### src/logic/ipec_regs.vh
// Register offsets, field positions, reset values and event codes of the interrupt resolver
`ifndef IPEC_REGS_VH
`define IPEC_REGS_VH
`define IPEC_OFF_CTRL 12'h000
`define IPEC_OFF_PRIO_A 12'h004
`define IPEC_OFF_PRIO_B 12'h008
`define IPEC_OFF_PRIO_C 12'h00c
`define IPEC_OFF_PRIO_D 12'h010
`define IPEC_OFF_EXT_PRIO 12'h020
`define IPEC_OFF_EXT_SRC 12'h024
`define IPEC_OFF_EVENT 12'h028
`define IPEC_RST_PRIO 16'h0000
`define IPEC_RST_PRIO_D 16'hda74
`define IPEC_RST_CODE 12'h000
`define IPEC_BIT_PIN_MODE 0
`define IPEC_LVL_NMI 5'h10
`define IPEC_LVL_IRL_TOP 4'hf
`define IPEC_IRL_NONE 4'hf
`define IPEC_CODE_NMI 12'h1c0
`define IPEC_CODE_IRL_BASE 12'h200
`define IPEC_CODE_IRL_STEP 12'h020
`define IPEC_CODE_IRL0 12'h240
`define IPEC_CODE_IRL1 12'h2a0
`define IPEC_CODE_IRL2 12'h300
`define IPEC_CODE_IRL3 12'h360
`define IPEC_CODE_DEBUG 12'h600
`define IPEC_CODE_PORT 12'h620
`define IPEC_CODE_DMA_LO 12'h640
`define IPEC_CODE_DMA_HI 12'h780
`define IPEC_CODE_DMA_ERR 12'h6c0
`define IPEC_CODE_TMR3 12'hb00
`define IPEC_CODE_TMR4 12'hb80
`define IPEC_CODE_TMR0 12'h400
`define IPEC_CODE_RTC 12'h480
`define IPEC_CODE_SER1 12'h4e0
`define IPEC_CODE_FSER 12'h700
`define IPEC_CODE_WDT 12'h560
`define IPEC_CODE_REF 12'h580
`define IPEC_CODE_STEP 12'h020
`endif

### src/logic/ipec_intc.v
// Interrupt priority resolver with event code capture and APB registers
`timescale 1ns/1ps
`include "ipec_regs.vh"
module ipec_intc (
    input wire clk,
    input wire rst,
    input wire psel,
    input wire penable,
    input wire pwrite,
    input wire [11:0] paddr,
    input wire [31:0] pwdata,
    output reg [31:0] prdata,
    output wire pready,
    output reg pslverr,
    input wire nmiPin,
    input wire [3:0] extLevelPins_n,
    input wire debugIrq,
    input wire portIrq,
    input wire [7:0] dmaDoneIrq,
    input wire dmaAddrErrorIrq,
    input wire [4:0] timerIrq,
    input wire timerCaptureIrq,
    input wire [2:0] rtcIrq,
    input wire [3:0] serialIrq,
    input wire [3:0] fifoSerialIrq,
    input wire watchdogIrq,
    input wire [1:0] refreshIrq,
    input wire blockBit,
    input wire [3:0] srMaskLevel,
    input wire irqAccept,
    output reg irqRequest,
    output reg [4:0] irqLevel,
    output reg [11:0] eventCode
);
    localparam NSRC = 36;

    reg ctrl_reg;
    reg [15:0] prioA_reg;
    reg [15:0] prioB_reg;
    reg [15:0] prioC_reg;
    reg [15:0] prioD_reg;
    reg [7:0] extPrio_reg;
    reg [11:0] eventCode_reg;
    reg [2:0] nmiSync_reg;
    reg nmiStable_reg;
    reg nmiPend_reg;
    reg [3:0] irlS1_reg;
    reg [3:0] irlS2_reg;
    reg [3:0] irlS3_reg;
    reg [3:0] irlStable_reg;

    reg [NSRC-1:0] srcReq;
    reg [NSRC*5-1:0] srcLvl;
    reg [NSRC*12-1:0] srcCode;
    reg [4:0] winLvl;
    reg [11:0] winCode;
    reg winValid;
    reg winNmi;
    reg [31:0] readData;
    reg addrOk;
    integer i;
    integer k;

    wire setup = psel & ~penable;
    wire wrStrobe = psel & penable & pwrite & ~pslverr;
    wire pinMode = ctrl_reg;
    wire [3:0] irlCode = irlStable_reg;
    wire takeNow;
    // Edge counts only once stages two and three agree
    wire nmiAgree = (nmiSync_reg[1] == nmiSync_reg[2]);
    wire nmiEdge = nmiAgree && nmiSync_reg[2] && !nmiStable_reg;

    assign pready = 1'b1;

    function [4:0] fld;
        input [15:0] r;
        input [1:0] idx;
        begin
            fld = {1'b0, r[idx*4 +: 4]};
        end
    endfunction

    // Fixed default order: index 0 highest
    always @* begin
        srcReq = {NSRC{1'b0}};
        srcLvl = {NSRC*5{1'b0}};
        srcCode = {NSRC*12{1'b0}};
        srcReq[0] = nmiPend_reg;
        srcLvl[0 +: 5] = `IPEC_LVL_NMI;
        srcCode[0 +: 12] = `IPEC_CODE_NMI;
        if (pinMode) begin
            srcReq[4:1] = ~irlCode;
            srcLvl[5 +: 5] = fld(prioD_reg, 2'd3);
            srcLvl[10 +: 5] = fld(prioD_reg, 2'd2);
            srcLvl[15 +: 5] = fld(prioD_reg, 2'd1);
            srcLvl[20 +: 5] = fld(prioD_reg, 2'd0);
            srcCode[12 +: 12] = `IPEC_CODE_IRL0;
            srcCode[24 +: 12] = `IPEC_CODE_IRL1;
            srcCode[36 +: 12] = `IPEC_CODE_IRL2;
            srcCode[48 +: 12] = `IPEC_CODE_IRL3;
        end else begin
            srcReq[1] = (irlCode != `IPEC_IRL_NONE);
            srcLvl[5 +: 5] = {1'b0, `IPEC_LVL_IRL_TOP - irlCode};
            srcCode[12 +: 12] = `IPEC_CODE_IRL_BASE + {irlCode, 5'h00};
        end
        srcReq[5] = debugIrq;
        srcReq[6] = portIrq;
        srcReq[14:7] = dmaDoneIrq;
        srcReq[15] = dmaAddrErrorIrq;
        srcReq[17:16] = timerIrq[4:3];
        srcReq[20:18] = timerIrq[2:0];
        srcReq[21] = timerCaptureIrq;
        srcReq[24:22] = rtcIrq;
        srcReq[28:25] = serialIrq;
        srcReq[32:29] = fifoSerialIrq;
        srcReq[33] = watchdogIrq;
        srcReq[35:34] = refreshIrq;
        srcLvl[25 +: 5] = fld(prioC_reg, 2'd0);
        srcLvl[30 +: 5] = fld(prioC_reg, 2'd3);
        for (i = 7; i < 16; i = i + 1) begin
            srcLvl[i*5 +: 5] = fld(prioC_reg, 2'd2);
        end
        srcLvl[80 +: 5] = {1'b0, extPrio_reg[3:0]};
        srcLvl[85 +: 5] = {1'b0, extPrio_reg[7:4]};
        srcLvl[90 +: 5] = fld(prioA_reg, 2'd3);
        srcLvl[95 +: 5] = fld(prioA_reg, 2'd2);
        srcLvl[100 +: 5] = fld(prioA_reg, 2'd1);
        srcLvl[105 +: 5] = fld(prioA_reg, 2'd1);
        for (i = 22; i < 25; i = i + 1) begin
            srcLvl[i*5 +: 5] = fld(prioA_reg, 2'd0);
        end
        for (i = 25; i < 29; i = i + 1) begin
            srcLvl[i*5 +: 5] = fld(prioB_reg, 2'd1);
        end
        for (i = 29; i < 33; i = i + 1) begin
            srcLvl[i*5 +: 5] = fld(prioC_reg, 2'd1);
        end
        srcLvl[165 +: 5] = fld(prioB_reg, 2'd3);
        srcLvl[170 +: 5] = fld(prioB_reg, 2'd2);
        srcLvl[175 +: 5] = fld(prioB_reg, 2'd2);
        srcCode[60 +: 12] = `IPEC_CODE_DEBUG;
        srcCode[72 +: 12] = `IPEC_CODE_PORT;
        for (i = 0; i < 4; i = i + 1) begin
            srcCode[(7+i)*12 +: 12] = `IPEC_CODE_DMA_LO + `IPEC_CODE_STEP * i[11:0];
            srcCode[(11+i)*12 +: 12] = `IPEC_CODE_DMA_HI + `IPEC_CODE_STEP * i[11:0];
        end
        srcCode[180 +: 12] = `IPEC_CODE_DMA_ERR;
        srcCode[192 +: 12] = `IPEC_CODE_TMR3;
        srcCode[204 +: 12] = `IPEC_CODE_TMR4;
        for (i = 0; i < 4; i = i + 1) begin
            srcCode[(18+i)*12 +: 12] = `IPEC_CODE_TMR0 + `IPEC_CODE_STEP * i[11:0];
            srcCode[(25+i)*12 +: 12] = `IPEC_CODE_SER1 + `IPEC_CODE_STEP * i[11:0];
            srcCode[(29+i)*12 +: 12] = `IPEC_CODE_FSER + `IPEC_CODE_STEP * i[11:0];
        end
        for (i = 0; i < 3; i = i + 1) begin
            srcCode[(22+i)*12 +: 12] = `IPEC_CODE_RTC + `IPEC_CODE_STEP * i[11:0];
        end
        srcCode[396 +: 12] = `IPEC_CODE_WDT;
        srcCode[408 +: 12] = `IPEC_CODE_REF;
        srcCode[420 +: 12] = `IPEC_CODE_REF + `IPEC_CODE_STEP;
    end

    // Strictly greater replaces, so ties keep the earlier source
    always @* begin
        winLvl = 5'h00;
        winCode = `IPEC_RST_CODE;
        winNmi = 1'b0;
        for (k = 0; k < NSRC; k = k + 1) begin
            if (srcReq[k] && (srcLvl[k*5 +: 5] > winLvl)) begin
                winLvl = srcLvl[k*5 +: 5];
                winCode = srcCode[k*12 +: 12];
                winNmi = (k == 0);
            end
        end
        winValid = (winLvl != 5'h00);
    end

    assign takeNow = winValid && !blockBit && (winLvl > {1'b0, srMaskLevel});

    always @(posedge clk) begin
        if (rst) begin
            irqRequest <= 1'b0;
            irqLevel <= 5'h00;
        end else begin
            irqRequest <= takeNow;
            irqLevel <= winLvl;
        end
    end

    // Pin synchronisers: a change counts when stages two and three agree
    always @(posedge clk) begin
        if (rst) begin
            nmiSync_reg <= 3'b000;
            nmiStable_reg <= 1'b0;
            irlS1_reg <= `IPEC_IRL_NONE;
            irlS2_reg <= `IPEC_IRL_NONE;
            irlS3_reg <= `IPEC_IRL_NONE;
            irlStable_reg <= `IPEC_IRL_NONE;
        end else begin
            nmiSync_reg <= {nmiSync_reg[1:0], nmiPin};
            if (nmiAgree) begin
                nmiStable_reg <= nmiSync_reg[2];
            end
            irlS1_reg <= extLevelPins_n;
            irlS2_reg <= irlS1_reg;
            irlS3_reg <= irlS2_reg;
            if (irlS2_reg == irlS3_reg) begin
                irlStable_reg <= irlS3_reg;
            end
        end
    end

    // NMI edge latch; a new edge wins over the clear on acceptance
    always @(posedge clk) begin
        if (rst) begin
            nmiPend_reg <= 1'b0;
        end else if (nmiEdge) begin
            nmiPend_reg <= 1'b1;
        end else if (irqAccept && irqRequest && winNmi) begin
            nmiPend_reg <= 1'b0;
        end
    end

    // Acceptance: the code of whatever wins now, zero if it vanished or is masked or blocked.
    // The status mask is an input only and is never written here.
    always @(posedge clk) begin
        if (rst) begin
            eventCode_reg <= `IPEC_RST_CODE;
        end else if (irqAccept) begin
            eventCode_reg <= takeNow ? winCode : `IPEC_RST_CODE;
        end
    end

    always @* begin
        eventCode = eventCode_reg;
    end

    always @* begin
        readData = 32'h00000000;
        addrOk = 1'b1;
        case (paddr)
            `IPEC_OFF_CTRL: readData[`IPEC_BIT_PIN_MODE] = ctrl_reg;
            `IPEC_OFF_PRIO_A: readData[15:0] = prioA_reg;
            `IPEC_OFF_PRIO_B: readData[15:0] = prioB_reg;
            `IPEC_OFF_PRIO_C: readData[15:0] = prioC_reg;
            `IPEC_OFF_PRIO_D: readData[15:0] = prioD_reg;
            `IPEC_OFF_EXT_PRIO: readData[15:8] = extPrio_reg;
            `IPEC_OFF_EXT_SRC: readData[1:0] = timerIrq[4:3];
            `IPEC_OFF_EVENT: readData[11:0] = eventCode_reg;
            default: addrOk = 1'b0;
        endcase
    end

    // Read data and error are latched in the setup cycle
    always @(posedge clk) begin
        if (rst) begin
            prdata <= 32'h00000000;
            pslverr <= 1'b0;
        end else if (setup) begin
            prdata <= pwrite ? 32'h00000000 : readData;
            pslverr <= ~addrOk;
        end
    end

    // Writes land whatever the block bit; ordering is software's job
    always @(posedge clk) begin
        if (rst) begin
            ctrl_reg <= 1'b0;
            prioA_reg <= `IPEC_RST_PRIO;
            prioB_reg <= `IPEC_RST_PRIO;
            prioC_reg <= `IPEC_RST_PRIO;
            prioD_reg <= `IPEC_RST_PRIO_D;
            extPrio_reg <= 8'h00;
        end else if (wrStrobe) begin
            case (paddr)
                `IPEC_OFF_CTRL: ctrl_reg <= pwdata[`IPEC_BIT_PIN_MODE];
                `IPEC_OFF_PRIO_A: prioA_reg <= pwdata[15:0];
                `IPEC_OFF_PRIO_B: prioB_reg <= pwdata[15:0];
                `IPEC_OFF_PRIO_C: prioC_reg <= pwdata[15:0];
                `IPEC_OFF_PRIO_D: prioD_reg <= pwdata[15:0];
                `IPEC_OFF_EXT_PRIO: extPrio_reg <= pwdata[15:8];
                default: ctrl_reg <= ctrl_reg;
            endcase
        end
    end
endmodule // ipec_intc

### config.mk
export PLATFORM = sky130hd
export DESIGN_NAME = ipec_intc
export DESIGN_NICKNAME = d
export VERILOG_FILES = /design/src/logic/ipec_intc.v
export VERILOG_INCLUDE_DIRS = /design/src /design/src/logic
export SDC_FILE = /design/constraint.sdc
export NUM_CORES = 1
export LEC_CHECK = 0
export BUFFER_PORTS_ARGS = -buffer_cell sky130_fd_sc_hd__buf_2
export CAP_MARGIN = 0
export CORE_AREA = 5 5 211 213
export CTS_BUF_LIST = sky130_fd_sc_hd__clkbuf_4 sky130_fd_sc_hd__clkbuf_8
export DETAILED_ROUTE_END_ITERATION = 8
export DIE_AREA = 0 0 216 218
export PLACE_DENSITY_LB_ADDON = 0.25
export SLEW_MARGIN = 20
export SYNTH_ARGS = -nofsm -noshare
export SYNTH_HDL_FRONTEND = slang
export SYNTH_SLANG_ARGS = --single-unit
### constraint.sdc
create_clock -name clk -period 113.8 [get_ports clk]
set_input_delay 17.07 -clock clk [delete_from_list [all_inputs] [get_ports clk]]
set_output_delay 17.07 -clock clk [all_outputs]
set_load 0.005 [all_outputs]
==> key figures <==
Status
  • Outcome: finished, final reports clean

Logic synthesis
  • Synthesized instance count: 1666
  • Synth cell types: 115
  • Number of enable flip-flop cells after synthesis: 0
  • Sequential-to-total area share from yosys stat: 0.197
  • Prevailing post-synth register cell: dfxtp_1
  • Yosys warnings: 0
  • Avg Inst Size Synth: 7.56 µm²
  • Synth top cells by count: 251 x nand2_1, 174 x a21oi_1, 131 x nor2_1
  • Ranking of synthesized cells by area: dfxtp_1 20%, ha_1 11%, nand2_1 7.5%
  • Mapped Area: 12600 µm²
  • Most common cell in the netlist: nand2_1
  • Ys async rst share: 0
  • Post-synth top area cell: dfxtp_1
  • Yosys reg bits: 124
  • Area fraction of the dominant cell type after synthesis: 0.197

Floorplanning
  • Die Y: 218 µm
  • Full die area: 47100 µm²
  • Placeable Area: 42500 µm²
  • Initial Utilization: 0.296
  • I/O pin count: 143
  • Die width: 216 µm
  • FP Rows: 76

Layout
  • Area Growth Syn to Fin: 9.59%
  • Non-Filler Cell Area, Final: 13800 µm²
  • Layout filler cell count: 4566
  • Layout cells sized above 1: 0.160
  • Fin nets: 1921
  • Non-filler instance count after layout: 2282

Route
  • Vias: 12400
  • Via/cell ratio: 5.44
  • Initial detailed-routing violation count: 797
  • Routed Antenna Nets: 0
  • Per-cell routed wire length: 18.5 µm
  • Total wire length: 42.2 mm
  • DRT Pass-1 Iters: 6
  • DRC errors left: 0

GRT
  • Initial antenna violation count: 1
  • Global Route Usage Sum: 0.171
  • First-pass GRT wire length: 65.5 mm
  • Vias in the first global route: 11900
  • Largest net degree at the start of global routing: 112
  • Grt ovf: 0

Clock tree
  • Clock Tree Buf Depth: 2
  • Num CTS Buffers: 17
  • Post-CTS setup buffers: 0
  • CTS Root Cell: clkbuf_8
  • Post-CTS resize count: 0
  • Worst-skew pair later-pin latency: 0.46 ns
  • Cts hold-fix bufs: 0
  • CTS tree: yes
  • Clk sinks: 124
  • Worst-path clk slew: 0.09 ns
  • H-tree levels: 4

Critical path
  • Endpoint class of the critical path: flip-flop
  • Cell mode on critical path: ha_1
  • CP max-delay cell: a2111oi_2
  • Setup Crit Path Kind: in2reg
  • Slowest cell delay on critical path: 0.88 ns
  • Crit path max fanout: 12
  • CP arrival: 70.69 ns
  • Critical path required time: 114.15 ns
  • Worst Setup Start Kind: input port

STA
  • PnR worst setup slack: 43.46 ns
  • Setup TNS: 0 ns
  • Slew Limit Fails: 0
  • Relative slew margins: 0.197
  • Worst Max-Slew Pin Slew: 1.17 ns
  • RSZ-0062 raised after global routing: false
  • Setup Skew: 0.0171 ns
  • Crit share post-route: 0.618
  • Final setup viols: 0
  • Hold Violations, Final: 0
  • Peak Freq: 0.0142 GHz
  • Post-route minimum period: 70.34 ns

Placed design
  • Post-DP Area: 13400 µm²
  • Dpl hpwl: 32.9 mm
  • Dpl cells: 2249
  • GP Congestion: 0.880
  • Pre-CTS setup slack: 43.60 ns
  • PortBufs: 104

Run
  • MaxCap Viol Count: 0

Min path
  • HP Class: reg2reg
worst max-delay path: cells and delay by family:
family	cells	cell delay, ns
muxes	22	7.97
AOI/OAI and AO/OA	96	23.53
adders and majority gates	32	9.10
buffers and inverters	26	2.09
and+or+nand+nor	66	10.83
stage by stage:
| stage | utilization | hold slack, ns |
|---|---|---|
| 6_report | 0.325 | 0.418 |
| 5_1_grt | 0.324 | 0.435 |
| 4_1_cts | 0.324 | 0.420 |
| 3_5_place_dp | 0.315 | 0.399 |
| 3_3_place_gp | 0.315 | 0.397 |
| 2_1_floorplan | - | 0.389 |
metal layers:
metal  up-vias  track usage  share of wire
li1       6123            -              -
met1      5873        0.232           0.45
met2       373        0.289           0.47
met3        48       0.0275          0.061
met4         0       0.0352          0.021
met5         -            0              0
worst paths after layout:
path	start	cells past startpoint	slack (ns)	endpoint
worst max-delay path	debugIrq	242	43.46	eventCode[10]
worst min-delay path	irlS1_reg[0]	1	0.42	irlS2_reg[0]
worst max register to register	ctrl_reg	265	52.58	eventCode[10]
worst min register to register	irlS1_reg[0]	1	0.42	irlS2_reg[0]
cells in the final DEF (no fill, tap or decap), types with 7 or more instances in the layout:
| master | count |
|---|---|
| ha_1 | 108 |
| clkbuf_8 | 17 |
| o21ai_0 | 57 |
| nor3_1 | 21 |
| nand3b_1 | 11 |
| dfxtp_1 | 123 |
| nand2_1 | 251 |
| a21oi_1 | 174 |
| a211o_1 | 8 |
| o31ai_1 | 9 |
| o211ai_1 | 17 |
| or3_1 | 12 |
| and2_1 | 20 |
| mux2_2 | 48 |
| o21ai_1 | 10 |
| buf_2 | 103 |
| a31oi_1 | 16 |
| nand3_1 | 44 |
| a22oi_1 | 30 |
| nor3b_1 | 9 |
| o211a_1 | 7 |
| nor2_1 | 131 |
| or2_2 | 21 |
| nand2b_1 | 9 |
| a21o_1 | 24 |
| o41ai_1 | 7 |
| inv_1 | 109 |
| buf_4 | 9 |
| nor2b_1 | 21 |
| conb_1 | 22 |
| and3_1 | 15 |
| a211oi_1 | 11 |
| xnor2_1 | 8 |
| o21a_1 | 17 |
| mux2i_1 | 38 |
area by class of cell:
cell class	instances	area (µm²)	area share
Multi-Input combinational cell	1356	9220	0.668
Tap cell	546	683	0.0495
Clock buffer	17	234	0.0170
Timing Repair Buffer	113	594	0.0431
Inverter	110	413	0.0299
Clock inverter	15	164	0.0119
Sequential cell	124	2480	0.180
Antenna cell	1	2.50	0.000181
cell families (layout without fill, tap and decap cells):
group / Yosys count / count (layout) / synth area share
flip-flops: 124 / 124 / 0.197
adder cells (fa/ha/maj): 113 / 113 / 0.111
AO/OA/AOI/OAI: 503 / 503 / 0.289
AND/OR/NAND/NOR: 615 / 615 / 0.235
buffers and inverters: 206 / 255 / 0.0767
XOR/XNOR: 11 / 11 / 0.00825
other: 2 / 23 / 0.000597
multiplexers: 92 / 92 / 0.0821
Power is left out: the tool's default activity adds up to more than one toggle a clock period on the data nets, which glitch-free logic cannot reach.
